File: src/rtl/dacuc_pkg.sv
// Package with the constants and carrier types of the DAC update control.
package dacuc_pkg;
    // Register offsets (byte addresses within the board window).
    localparam logic [6:0] TRIG_BYTE_OFS  = 7'h01;
    localparam logic [6:0] CTRL_BYTE_OFS  = 7'h02;
    localparam logic [6:0] DAC_FIRST_OFS  = 7'h08;
    localparam logic [6:0] DAC_LAST_OFS   = 7'h16;
    // Field positions inside the control word.
    localparam int LAMP_BIT   = 15;
    localparam int FIELD_BIT  = 14;
    localparam int SYNC_BIT   = 13;
    localparam int SIGNED_BIT = 10;
    localparam int TMODE_LO   = 8;
    // Values after reset, flag codes and sizes.
    localparam logic [7:0] CTRL_RST   = 8'h00;
    localparam logic [1:0] FLAGS_NONE = 2'h0;
    localparam logic [1:0] FLAGS_ONE  = 2'h1;
    localparam logic [1:0] FLAGS_OVER = 2'h3;
    localparam int         NUM_CH     = 8;
    localparam int         DAC_W      = 12;

    typedef enum logic [1:0] {
        TM_AUTO, TM_EXT_RISE, TM_EXT_FALL, TM_INTERNAL
    } dacuc_tmode_type;

    typedef struct packed {
        logic            lamp_off;
        logic            field_connect;
        logic            sync_drive;
        logic            signed_fmt;
        dacuc_tmode_type tmode;
    } dacuc_ctrl_type;

    typedef struct packed {
        logic [6:0]  addr;
        logic        wr;
        logic        rd;
        logic [1:0]  lane;
        logic [15:0] wdata;
    } dacuc_bus_type;
endpackage

File: src/rtl/dacuc_top.sv
// Control byte, trigger policy and DAC input/output register transfer.
`timescale 1ns/100ps

// Notes on behaviour
// - Control bit 15 one turns lamp off; reset zero, lamp lit.
// - Control bit 14 connects DAC outputs to field wiring.
// - Control bit 13 one pulls trigger pin low.
// - Control bit 10 selects signed data; reset clears it.
// - Mode field: 00 auto, 01 rising, 10 falling, 11 internal.
// - Trigger copies every input register into its output register.
// - All eight channels take the strobe in the same cycle.
// - Edge to strobe latency is fixed and minimal.
// - Auto mode passes each input write straight to its output.
// - Internal mode: any trigger byte write transfers, data ignored.
// - External modes: only the selected pin edge transfers.
// - External: trigger write clears flags; edge sets 01, then 11.
module dacuc_top
    import dacuc_pkg::*;
(
    // Clock and reset.
    input  wire logic                 mclk,
    input  wire logic                 rst_n,
    // Register access from the host bus interface.
    input  wire dacuc_bus_type        bus,
    output logic [15:0]               rdata,
    // External trigger pin, open drain.
    input  wire logic                 trig_pin_in,
    output logic                      trig_pin_out,
    output logic                      trig_pin_oe,
    // Board outputs.
    output logic                      status_lamp_on,
    output logic                      field_connect,
    output logic                      signed_fmt,
    output logic                      transfer_strobe,
    output logic [NUM_CH*DAC_W-1:0]   dac_out
);
    dacuc_ctrl_type         control_word_r;
    logic [1:0]             trigger_event_flags_r;
    logic [DAC_W-1:0]       in_r [NUM_CH];
    logic [DAC_W-1:0]       out_r [NUM_CH];
    logic [2:0]             trig_sync_r;
    logic                   rise;
    logic                   fall;
    logic                   ext_edge;
    logic                   trig_wr;
    logic                   ctrl_wr;
    logic                   ext_mode;
    logic                   xfer_all;
    logic [NUM_CH-1:0]      ch_wr;

    assign ctrl_wr  = bus.wr && bus.addr == CTRL_BYTE_OFS && bus.lane[1];
    // A byte or word write to the trigger byte; its data is ignored.
    assign trig_wr  = bus.wr && bus.addr == TRIG_BYTE_OFS;
    assign ext_mode = control_word_r.tmode == TM_EXT_RISE
                   || control_word_r.tmode == TM_EXT_FALL;

    always_ff @(posedge mclk) begin
        if (!rst_n) begin
            control_word_r <= dacuc_ctrl_type'(CTRL_RST[5:0]);
        end else if (ctrl_wr) begin
            control_word_r.lamp_off      <= bus.wdata[LAMP_BIT];
            control_word_r.field_connect <= bus.wdata[FIELD_BIT];
            control_word_r.sync_drive    <= bus.wdata[SYNC_BIT];
            control_word_r.signed_fmt    <= bus.wdata[SIGNED_BIT];
            control_word_r.tmode         <=
                dacuc_tmode_type'(bus.wdata[TMODE_LO+:2]);
        end
    end

    // The first stage is read only by the second; edges use stages 2 and 3.
    always_ff @(posedge mclk) begin
        if (!rst_n) begin
            trig_sync_r <= 3'h7;
        end else begin
            trig_sync_r <= {trig_sync_r[1:0], trig_pin_in};
        end
    end

    assign rise     = trig_sync_r[1] && !trig_sync_r[2];
    assign fall     = !trig_sync_r[1] && trig_sync_r[2];
    always_comb begin
        case (control_word_r.tmode)
            TM_EXT_RISE: ext_edge = rise;
            TM_EXT_FALL: ext_edge = fall;
            default:     ext_edge = 1'b0;
        endcase
    end
    // One global strobe keeps the latency fixed and the channels together.
    assign xfer_all = ext_edge
        || (trig_wr && control_word_r.tmode == TM_INTERNAL);

    // An edge in the same cycle as a clearing write wins over the clear.
    always_ff @(posedge mclk) begin
        if (!rst_n) begin
            trigger_event_flags_r <= FLAGS_NONE;
        end else if (ext_edge) begin
            trigger_event_flags_r <= (trigger_event_flags_r == FLAGS_NONE)
                ? FLAGS_ONE : FLAGS_OVER;
        end else if (trig_wr && ext_mode) begin
            trigger_event_flags_r <= FLAGS_NONE;
        end
    end

    genvar g;
    generate
        for (g = 0; g < NUM_CH; g++) begin : g_ch
            assign ch_wr[g] = bus.wr && bus.lane == 2'h3
                && bus.addr == 7'(DAC_FIRST_OFS + 2*g);
            always_ff @(posedge mclk) begin
                if (!rst_n) begin
                    in_r[g] <= '0;
                end else if (ch_wr[g]) begin
                    in_r[g] <= bus.wdata[DAC_W-1:0];
                end
            end
            always_ff @(posedge mclk) begin
                if (!rst_n) begin
                    out_r[g] <= '0;
                end else if (control_word_r.tmode == TM_AUTO && ch_wr[g]) begin
                    out_r[g] <= bus.wdata[DAC_W-1:0];
                end else if (xfer_all) begin
                    out_r[g] <= in_r[g];
                end
            end
            assign dac_out[g*DAC_W+:DAC_W] = out_r[g];
        end
    endgenerate

    always_ff @(posedge mclk) begin
        if (!rst_n) begin
            transfer_strobe <= 1'b0;
        end else begin
            transfer_strobe <= xfer_all;
        end
    end

    always_ff @(posedge mclk) begin
        if (!rst_n) begin
            rdata <= '0;
        end else if (bus.rd && bus.addr == TRIG_BYTE_OFS) begin
            rdata <= {14'h0000, trigger_event_flags_r};
        end else if (bus.rd && bus.addr == CTRL_BYTE_OFS) begin
            rdata <= {control_word_r.lamp_off, control_word_r.field_connect,
                      control_word_r.sync_drive, 2'h0,
                      control_word_r.signed_fmt, control_word_r.tmode, 8'h00};
        end else if (bus.rd && bus.addr >= DAC_FIRST_OFS
                     && bus.addr <= DAC_LAST_OFS && !bus.addr[0]) begin
            rdata <= {4'h0, in_r[bus.addr[3:1] - 3'h4]};
        end else begin
            rdata <= '0;
        end
    end

    assign status_lamp_on = !control_word_r.lamp_off;
    assign field_connect  = control_word_r.field_connect;
    assign signed_fmt     = control_word_r.signed_fmt;
    assign trig_pin_out   = 1'b0;
    assign trig_pin_oe    = control_word_r.sync_drive;

    lamp_reset_a: assert property (@(posedge mclk)
        !rst_n |=> status_lamp_on && !trig_pin_oe)
        else $error("lamp not lit or pin driven after reset");
    pin_drive_a: assert property (@(posedge mclk)
        disable iff (!rst_n)
        ctrl_wr |=> trig_pin_oe == $past(bus.wdata[SYNC_BIT]))
        else $error("trigger pin drive does not follow control");
    lane_refuse_a: assert property (@(posedge mclk)
        disable iff (!rst_n)
        bus.wr && bus.addr == CTRL_BYTE_OFS && !bus.lane[1]
        |=> $stable(control_word_r))
        else $error("control changed on a refused byte write");
    int_trig_a: assert property (@(posedge mclk)
        disable iff (!rst_n)
        trig_wr && control_word_r.tmode == TM_INTERNAL |=> transfer_strobe)
        else $error("internal trigger write gave no transfer");
    ext_rise_a: assert property (@(posedge mclk)
        disable iff (!rst_n)
        control_word_r.tmode == TM_EXT_RISE && $rose(trig_sync_r[1])
        |=> transfer_strobe)
        else $error("rising edge gave no transfer");
    ext_wrong_a: assert property (@(posedge mclk)
        disable iff (!rst_n)
        control_word_r.tmode == TM_EXT_RISE && fall && !trig_wr
        |=> !transfer_strobe)
        else $error("falling edge transferred in rising mode");
    ext_write_a: assert property (@(posedge mclk)
        disable iff (!rst_n)
        trig_wr && ext_mode && !ext_edge |=> !transfer_strobe)
        else $error("trigger write transferred in external mode");
    auto_hold_a: assert property (@(posedge mclk)
        disable iff (!rst_n)
        control_word_r.tmode == TM_AUTO |=> !transfer_strobe)
        else $error("transfer strobe raised in automatic mode");
    flag_set_a: assert property (@(posedge mclk)
        disable iff (!rst_n)
        ext_edge && trigger_event_flags_r == FLAGS_NONE
        |=> trigger_event_flags_r == FLAGS_ONE)
        else $error("first edge did not set the flags to one");
    flag_over_a: assert property (@(posedge mclk)
        disable iff (!rst_n)
        ext_edge && trigger_event_flags_r != FLAGS_NONE
        |=> trigger_event_flags_r == FLAGS_OVER)
        else $error("second edge did not flag overrun");
    flag_clear_a: assert property (@(posedge mclk)
        disable iff (!rst_n)
        trig_wr && ext_mode && !ext_edge
        |=> trigger_event_flags_r == FLAGS_NONE)
        else $error("trigger write did not clear flags");
    all_copy_a: assert property (@(posedge mclk)
        disable iff (!rst_n)
        xfer_all && control_word_r.tmode != TM_AUTO
        |=> out_r[0] == $past(in_r[0]) && out_r[7] == $past(in_r[7]))
        else $error("transfer did not copy all channels");
    auto_a: assert property (@(posedge mclk)
        disable iff (!rst_n)
        control_word_r.tmode == TM_AUTO && ch_wr[3]
        |=> out_r[3] == $past(bus.wdata[DAC_W-1:0]))
        else $error("auto mode write not passed to output");
    // Boards on one trigger line stay aligned only if this delay never varies.
    edge_lat_a: assert property (@(posedge mclk)
        disable iff (!rst_n)
        control_word_r.tmode == TM_EXT_FALL && fall
        |=> transfer_strobe)
        else $error("falling edge latency not fixed");

    int_cov_c: cover property (@(posedge mclk)
        trig_wr && control_word_r.tmode == TM_INTERNAL);
    ext_cov_c: cover property (@(posedge mclk) ext_edge ##[1:30] ext_edge);
    fall_cov_c: cover property (@(posedge mclk)
        control_word_r.tmode == TM_EXT_FALL && fall);
    over_cov_c: cover property (@(posedge mclk)
        trigger_event_flags_r == FLAGS_OVER);
endmodule

File: config.mk
export PLATFORM = sky130hd
export DESIGN_NAME = dacuc_top
export DESIGN_NICKNAME = d
export VERILOG_FILES = /design/src/rtl/dacuc_pkg.sv /design/src/rtl/dacuc_top.sv
export SDC_FILE = /design/constraint.sdc
export NUM_CORES = 1
export LEC_CHECK = 0
export BUFFER_PORTS_ARGS = -buffer_cell sky130_fd_sc_hd__buf_2
export CAP_MARGIN = 5
export CORE_AREA = 2 2 135 170
export DETAILED_ROUTE_END_ITERATION = 10
export DIE_AREA = 0 0 137 172
export PLACE_DENSITY = 0.67
export SETUP_SLACK_MARGIN = 0.15
export SLEW_MARGIN = 0
export SYNTH_ARGS = -nofsm -noshare
export SYNTH_HDL_FRONTEND = slang
export SYNTH_SLANG_ARGS = --single-unit
File: constraint.sdc
create_clock -name mclk -period 2.1 [get_ports mclk]
set_input_delay 0.42 -clock mclk [delete_from_list [all_inputs] [get_ports mclk]]
set_output_delay 0.42 -clock mclk [all_outputs]
set_load 0.1 [all_outputs]
Word-level counts from Yosys, hierarchy flattened:

Memories as Yosys holds them, arrays and structs flattened.
Index checks and enable logic that the tools add are counted.

* add/subtract/negate cells: 1
* order comparisons: 2
* equal/unequal tests: 14
* muxes and demuxes: 105
* bitwise gates (word level): 26
* reduce and logical (&&, ||, !) cells: 41

Operators by type and width (count)
* $mux W12: 25
* $mux W1: 74
* $logic_and A1 B1 Y1: 29
* $eq A7 B4 Y1 const B: 4
* $eq A7 B5 Y1 const B: 4
* $or A1 B1 Y1: 24
* $mux W16: 1
* $mux W2: 4
* $eq A7 B1 Y1 const B: 1
* $eq A7 B2 Y1 const B: 1
* $ge A7 B4 Y1 const B: 1
* $le A7 B5 Y1 const B: 1
* $eq A2 B2 Y1 const B: 3
* $logic_not A1 Y1: 4
* $logic_not A2 Y1: 2
* $reduce_or A4 Y1: 1
* $reduce_or A3 Y1: 1
* $sub A3 B3 Y3 const B: 1
* $eq A2 B1 Y1 const B: 1
* $logic_or A1 B1 Y1: 2
* $not A1 Y1: 2
* $pmux W1 S2: 1
* $reduce_bool A2 Y1: 1
* $reduce_or A2 Y1: 1

* register bits after elaboration: 28
* memory bits (writable): 192
* input port bits: 30
* output and inout port bits: 118
* word-level logic and storage cells: 203
* memories kept: 2

Memory list
* in_r: words 8, width 12, read ports 9, clocked after memory_dff 0, wr ports 8, RTL line dacuc_top.sv:39 `logic [DAC_W-1:0] in_r [NUM_CH];`
* out_r: words 8, width 12, read ports 8, clocked after memory_dff 0, wr ports 8, RTL line dacuc_top.sv:40 `logic [DAC_W-1:0] out_r [NUM_CH];`

Logic depth before layout (Yosys ltp):

Gate-level depths: netlist of run 1.

* word-level depth: 9
* mapped depth: 8
* mapped depth without buffers: 6

Worst setup path after synthesis of run 1:

Ideal clock, no wire load.

* kind: input to register
* from: in bus[22] (netlist name)
* to: mem in_r[3][0] (enable)
* setup time: 0.398 ns
* arrival: 1.898 ns
* data required time: 1.702 ns
* path slack: -0.196 ns
* stages: 4
* buffers on the path: 2
* cell sequence: buf_2 buf_2 nand3_1 o21ai_0

RTL lines
* start: declaration: RTL line dacuc_top.sv:24 `input wire dacuc_bus_type bus,`
* end: declaration: RTL line dacuc_top.sv:39

==> flow_summary.toml, run 1 <==
[clocking]
clockRootBuffer = "clkbuf_16"
cts_buffers = 21
clkSlewWorstSetupHoldPaths_ns = 0.06
holdBufCountCts = 0
cts_max_path_buffers = 3
clock_latency_ns = 0.50
tritoncts = "built"
htree_levels = 1
cts.sinks = 219

[layout]
diodes = 0
multiInputGateArea_um2 = 3280
regArea_um2 = 6310
finalNetCount = 919
postLayoutCellArea_um2 = 12200
area.growth.synth_to_final_pct = 25.5
fillCellCount = 1813
drive_gt1_share_pct = 35.9

[timing]
max_freq_ghz = 0.516
min_period_ns = 1.94
finalHoldViolations = 0
finalSetupTns_ns = 0
clock_skew_ns = 0.0118
rsz0062_at_grt = "true"
slew_viol_final = 0
fin_hold_ws_ns = 0.102
setup_violations = 0
min_period_over_period_pct = 92.3

[synth]
synth_edf_count = 192
syn_inst = 688
avgSynthCellArea_um2 = 14.2
synth-main-ff-cell = "edfxtp_1"
synth_top_area_share_pct = 59.1
yosysSeqAreaShare_pct = 64.6
synth.distinct_cells = 44
synth-async-reset-ratio_pct = 0
yosys.area.top_type = "edfxtp_1"
ys.warnings.count = 0
synthTopCellsByArea = "edfxtp_1 59%, and2_1 7.2%, a32o_1 6.3%"
synth_seq_cells = 219
netlist_area_um2 = 9760

[die]
core-area_um2 = 22000
pin_count = 148
start_util_pct = 44.4
num_rows = 61
die_area_um2 = 23600
dieWidth_um = 137
die_h_um = 172

[grt]
grt_remaining_overflow = 0
grt_busiest_layer = "met2"
grt_util_all_layers_pct = 22.4
grt_pass1_vias = 6444
grt_max_degree = 35
grt_use_met2_pct = 37.6
antenna_found_initial = 0
grtUsageMet3_pct = 2.79
grt_use_met1_pct = 31.1
grt_pass1_wl_um = 39400

[place]
io_buffers = 144
hpwlAfterDp_um = 18800
place_area_um2 = 11200
gp_congestion = 0.925

[drt]
via_count = 6751
drtPass1Iterations = 5
routed_wl_um = 26800
vias_per_cell = 5.71
drc_errors = 0
drtIter0Drc = 680
wl_per_cell_um = 22.6
ant_nets = 0

[critical_path]
crit_cells = 9
crit_path_cell_trace = "buf_6 > ha_4 > nand3b_1 > a21bo_4 > and2_4 > buf_6 > nand3b_1 > buf_6 > clkbuf_16"
path_class = "flop to flop"
crit_family = "buffers and inverters"
cp.required_ns = 2.32
max_stage_delay_ns = 0.35
cp-start-kind = "flop"
crit_arrival_ns = 2.16
crit_top_cell = "buf_6"
critical_path_buf_inv_count = 4
critPathMaxFanout = 7
rr_worst_depth = 9
cp_slowest_cell = "dfxtp_2"
critPathCaptureType = "flop"

[outcome]
status = "finished clean"

[hold_path]
hold_depth = 2
hp-class = "primary input to flop"

[job]
drv_cap = 0

[power_and_ir_drop]
vdd_drop_max_mv = 0.527
p_leak_nw = 4.69
power_density_nw_per_um2 = 804
power_w = 0.00984
per-layer routing:
layer / vias up / wire length, µm
met5: - / 0
met1: 3391 / 11300
met4: 0 / 464
met2: 268 / 13300
met3: 36 / 1710
li1: 3056 / -
kinds of logic (layout without fill, tap and decap cells):
| family | count (synthesis) | count (layout) | share of synthesized area (%) |
|---|---|---|---|
| AOI/OAI and AO/OA | 127 | 127 | 11.2 |
| xor gates and xnor gates | 1 | 1 | 0.0898 |
| buffers and inverters | 67 | 278 | 3.39 |
| adders and majority gates | 4 | 4 | 0.513 |
| muxes | 35 | 35 | 6.41 |
| DFF | 219 | 219 | 64.6 |
| and+or+nand+nor | 234 | 234 | 13.7 |
| other | 1 | 2 | 0.0384 |
area by class of cell:
type / instances / share of cell area [%]
Tap cell: 283 / 2.89
Sequential cell: 219 / 51.5
Inverter: 4 / 0.164
Clock buffer: 25 / 4.50
Multi-Input combinational cell: 403 / 26.8
Clock inverter: 13 / 0.981
Timing Repair Buffer: 236 / 13.1
flip-flops by register name (all words and copies together) (netlist names):
name                   count
transfer_strobe            1
signed_fmt                 1
trig_pin_oe                1
trig_sync_r                3
out_r                     96
trigger_event_flags_r      2
in_r                      96
rdata                     15
field_connect              1
control_word_r             3
final timing paths:
kind | start | to | slack (ns)
setup / recovery | control_word_r[0]$_SDFFE_PN0P_ | out_r[1][42]$_DFFE_PP_ | 0.16
hold / removal | trig_pin_in | trig_sync_r[0]$_SDFF_PN1_ | 0.10
setup reg to reg | control_word_r[0]$_SDFFE_PN0P_ | out_r[1][42]$_DFFE_PP_ | 0.16
hold reg to reg | trig_sync_r[0]$_SDFF_PN1_ | trig_sync_r[1]$_SDFF_PN1_ | 0.41
layout by cell type, fill, tap and decap left out, drive strengths merged, types with 3 or more instances in the layout:
| cell | synthesis | routed |
|---|---|---|
| a21oi | 6 | 6 |
| a22o | 24 | 24 |
| a32o | 61 | 61 |
| and2 | 112 | 112 |
| buf | 30 | 234 |
| clkbuf | 33 | 27 |
| clkinv | 1 | 9 |
| dfxtp | 27 | 27 |
| edfxtp | 192 | 192 |
| ha | 4 | 4 |
| inv | 3 | 4 |
| mux2i | 13 | 13 |
| mux4 | 22 | 22 |
| nand2 | 29 | 29 |
| nand2b | 7 | 7 |
| nand3 | 27 | 27 |
| nand3b | 5 | 5 |
| nand4 | 5 | 5 |
| nor2 | 25 | 25 |
| nor2b | 3 | 3 |
| nor3 | 6 | 6 |
| nor4 | 5 | 5 |
| o21ai | 16 | 16 |
| o22ai | 11 | 11 |
| o31ai | 3 | 3 |
| or2 | 3 | 3 |
cells in the mapped netlist (13+ instances only):
cell,count
nand3_1,27
mux2i_1,13
dfxtp_1,27
clkbuf_1,33
a32o_1,61
buf_2,21
nor2_1,25
nand2_1,29
a22o_1,24
and2_1,112
mux4_2,22
o21ai_0,16
edfxtp_1,192
power breakdown:
group          internal, W  total [W]  switching [W]  leakage, nW
clock              0.00212    0.00373        0.00160        0.327
combinational     0.000266    0.00113       0.000862         2.24
sequential         0.00489    0.00499       0.000104         2.12
total              0.00728    0.00984        0.00257         4.69
stage by stage:
stage	util [%]	worst slack, ns	cells
floorplan	-	-0.132	689
global placement	51.2	-0.123	1124
detailed placement	51.2	-0.158	1124
CTS	54.5	0.0809	1168
global route	55.7	0.0922	1183
finish	55.7	0.162	1183
what timing repair did:
item / CTS / global route
cloned: 0 / 4
endpoints found under the setup margin: 110 / 165
setup buffers: 6 / 11
pin swaps: 2 / 5
resized for setup: 3 / 23
(Power assumes the default switching activity.)
==> run 2, diff against run 1 <==
--- a/config.mk
+++ b/config.mk
@@ -7,10 +7,11 @@
 export LEC_CHECK = 0
 export BUFFER_PORTS_ARGS = -buffer_cell sky130_fd_sc_hd__buf_2
 export CAP_MARGIN = 5
-export CORE_AREA = 2 2 135 170
+export CORE_AREA = 2 2 128 162
 export DETAILED_ROUTE_END_ITERATION = 10
-export DIE_AREA = 0 0 137 172
-export PLACE_DENSITY = 0.67
+export DIE_AREA = 0 0 130 164
+export PLACE_DENSITY = 0.73
+export RECOVER_POWER = 100
 export SETUP_SLACK_MARGIN = 0.15
 export SLEW_MARGIN = 0
 export SYNTH_ARGS = -nofsm -noshare
==> constraint.sdc (replaced) <==
create_clock -name mclk -period 1.6 [get_ports mclk]
set_input_delay 0.32 -clock mclk [delete_from_list [all_inputs] [get_ports mclk]]
set_output_delay 0.32 -clock mclk [all_outputs]
set_load 0.1 [all_outputs]
==> run 2 against run 1 <==
The flow now finishes with violations (negative setup slack). Final cell count is 3.7% higher. Die area fell by 9.5%. Sequential share of layout area down 4.6 points. Global-route usage up 3.8 points. Clock skew rose by 0.010 ns. Sequential power increased by 31%. Clock-buffer cell count increased by 3.
==> flow_summary.toml, run 2 (same netlist as run 1, synthesis figures left out) <==
[outcome]
status = "finished with violations"
violations = "negative setup slack"

[timing]
finalHoldViolations = 0
clock_skew_ns = 0.0220
finalSetupTns_ns = -49.51
min_period_ns = 1.93
slew_viol_final = 0
fin_ws_ns = -0.334
rsz0062_at_grt = "true"
setup_violations = 211
min_period_over_period_pct = 121
max_freq_ghz = 0.517
slew_headroom_pct = 49.3
tightest_slew_ns = 0.757

[place]
dp_cells = 1143
io_buffers = 144
gp_congestion = 0.903
hpwlAfterDp_um = 19600
post-place-ws_ns = -0.570

[layout]
post-route-util_pct = 67.8
final_common_cell = "edfxtp_1"
mostFrequentLayoutCells = "192 x edfxtp_1, 144 x buf_2, 111 x and2_1, 96 x buf_4, 35 x a32o_1"
largestRegisters = "in_r: 96 flops, out_r: 96 flops, rdata: 15 flops"
drive_gt1_share_pct = 46.3
finalNetCount = 976
diodes = 0
area.growth.synth_to_final_pct = 37.7
stdcell_count = 1227

[drt]
drc_errors = 0
vias_per_cell = 5.94
wl_per_cell_um = 24.2
via_count = 7294
routed_wl_um = 29700
drtPass1Iterations = 6
drtIter0Drc = 902
ant_nets = 0

[critical_path]
setup.worst_path.start = "control_word_r[1]$_SDFFE_PN0P_"
crit_path_cell_trace = "inv_2 > ha_4 > nand4_1 > buf_6 > nor4_4 > nand3b_1 > buf_12"
cp_slowest_cell = "nor4_4"
r2r_start = "control_word_r[1]$_SDFFE_PN0P_"
critPathCaptureType = "flop"
critPathMaxFanout = 12
path_class = "flop to flop"
max_stage_delay_ns = 0.41
cp.required_ns = 1.81
cp-start-kind = "flop"
crit_arrival_ns = 2.15
rr_worst_depth = 7

[grt]
antenna_found_initial = 0
grt_util_all_layers_pct = 26.2
grt_remaining_overflow = 0
grt_max_degree = 37
grt_pass1_wl_um = 41900
grt_pass1_vias = 7212

[power_and_ir_drop]
p_seq_share_pct = 49.6
cell_internal_pwr_w = 0.00971
p_switching_w = 0.00349
p_leak_nw = 5.36
power_w = 0.0132
power_density_nw_per_um2 = 983
vdd_drop_max_mv = 0.799
swShare_pct = 26.5
pwr-share-comb_pct = 12.3
pwr-share-clk_pct = 38.1

[die]
dieWidth_um = 130
die_area_um2 = 21300
start_util_pct = 49.2
pin_count = 148
die_h_um = 164
core-area_um2 = 19800
num_rows = 58

[hold_path]
hp-class = "primary input to flop"
hp-start = "bus[15]"
hold_depth = 3

[clocking]
cts.sinks = 219
clock_latency_ns = 0.51
htree_levels = 1
cts_buffers = 21
tritoncts = "built"
cts_max_path_buffers = 3
clkSlewWorstSetupHoldPaths_ns = 0.06
clockRootBuffer = "clkbuf_16"

[job]
drv_cap = 0
run 2: cell types whose count changed in the layout (fill, tap and decap cells not counted), sizes merged:
cell,change
buf,+44
clkbuf,+13
clkinv,-3
and2,+1
dlygate4sd3,+1
nand3,+1
run 2: area by class of cell:
| class | count | area (µm²) |
|---|---|---|
| tap | 270 | 338 |
| clock inverter | 10 | 126 |
| fill | 1331 | 6380 |
| sequential | 219 | 6310 |
| inverter | 4 | 17.5 |
| multi-input combinational | 405 | 3690 |
| clock buffer | 28 | 572 |
| timing repair buffer | 291 | 2370 |
run 2: path summary, 6_finish.rpt:
check,to,slack (ns)
max reg2reg,out_r[1][45]$_DFFE_PP_,-0.33
min reg2reg,trig_sync_r[1]$_SDFF_PN1_,0.42
min,control_word_r[5]$_SDFFE_PN0P_,0.05
max,out_r[1][45]$_DFFE_PP_,-0.33
run 2: worst max-delay path, delay by kind of cell, from the launching register on:
kind / cells / cell delay (ns)
adder cells (fa/ha/maj): 1 / 0.14
AND/OR/NAND/NOR: 3 / 0.74
flip-flops: 1 / 0.34
buffers and inverters: 3 / 0.43
run 2: what timing repair did:
item	in CTS	in global routing
hold buffers	1	0
gates resized for setup	33	60
cloned	4	12
hold endpoints to repair	1	0
pin swaps	13	32
endpoints found under the setup margin	342	417
setup buffers	19	10
run 2: per-layer routing:
metal,vias to the layer above,part of all wire [%],global-route usage [%]
li1,3169,-,-
met1,3625,37,34.3
met2,416,52,44.8
met3,84,7.5,3.55
met4,0,3.8,9.63
met5,-,0,0
run 2: power groups by stage:
stage	registers (W)	logic [W]	clock network [W]
floorplan	0.00727	0.000430	0
global placement	0.00665	0.00154	0
detailed placement	0.00666	0.00156	0
CTS	0.00654	0.00159	0.00505
global route	0.00656	0.00168	0.00530
finish	0.00655	0.00163	0.00502
run 2: metrics by stage:
step	instance area, µm²	hold slack, ns
CTS	12900	0.0361
finish	13400	0.0487
global placement	11800	0.405
global route	13400	0.0675
detailed placement	11800	0.405
floorplan	10200	0.386
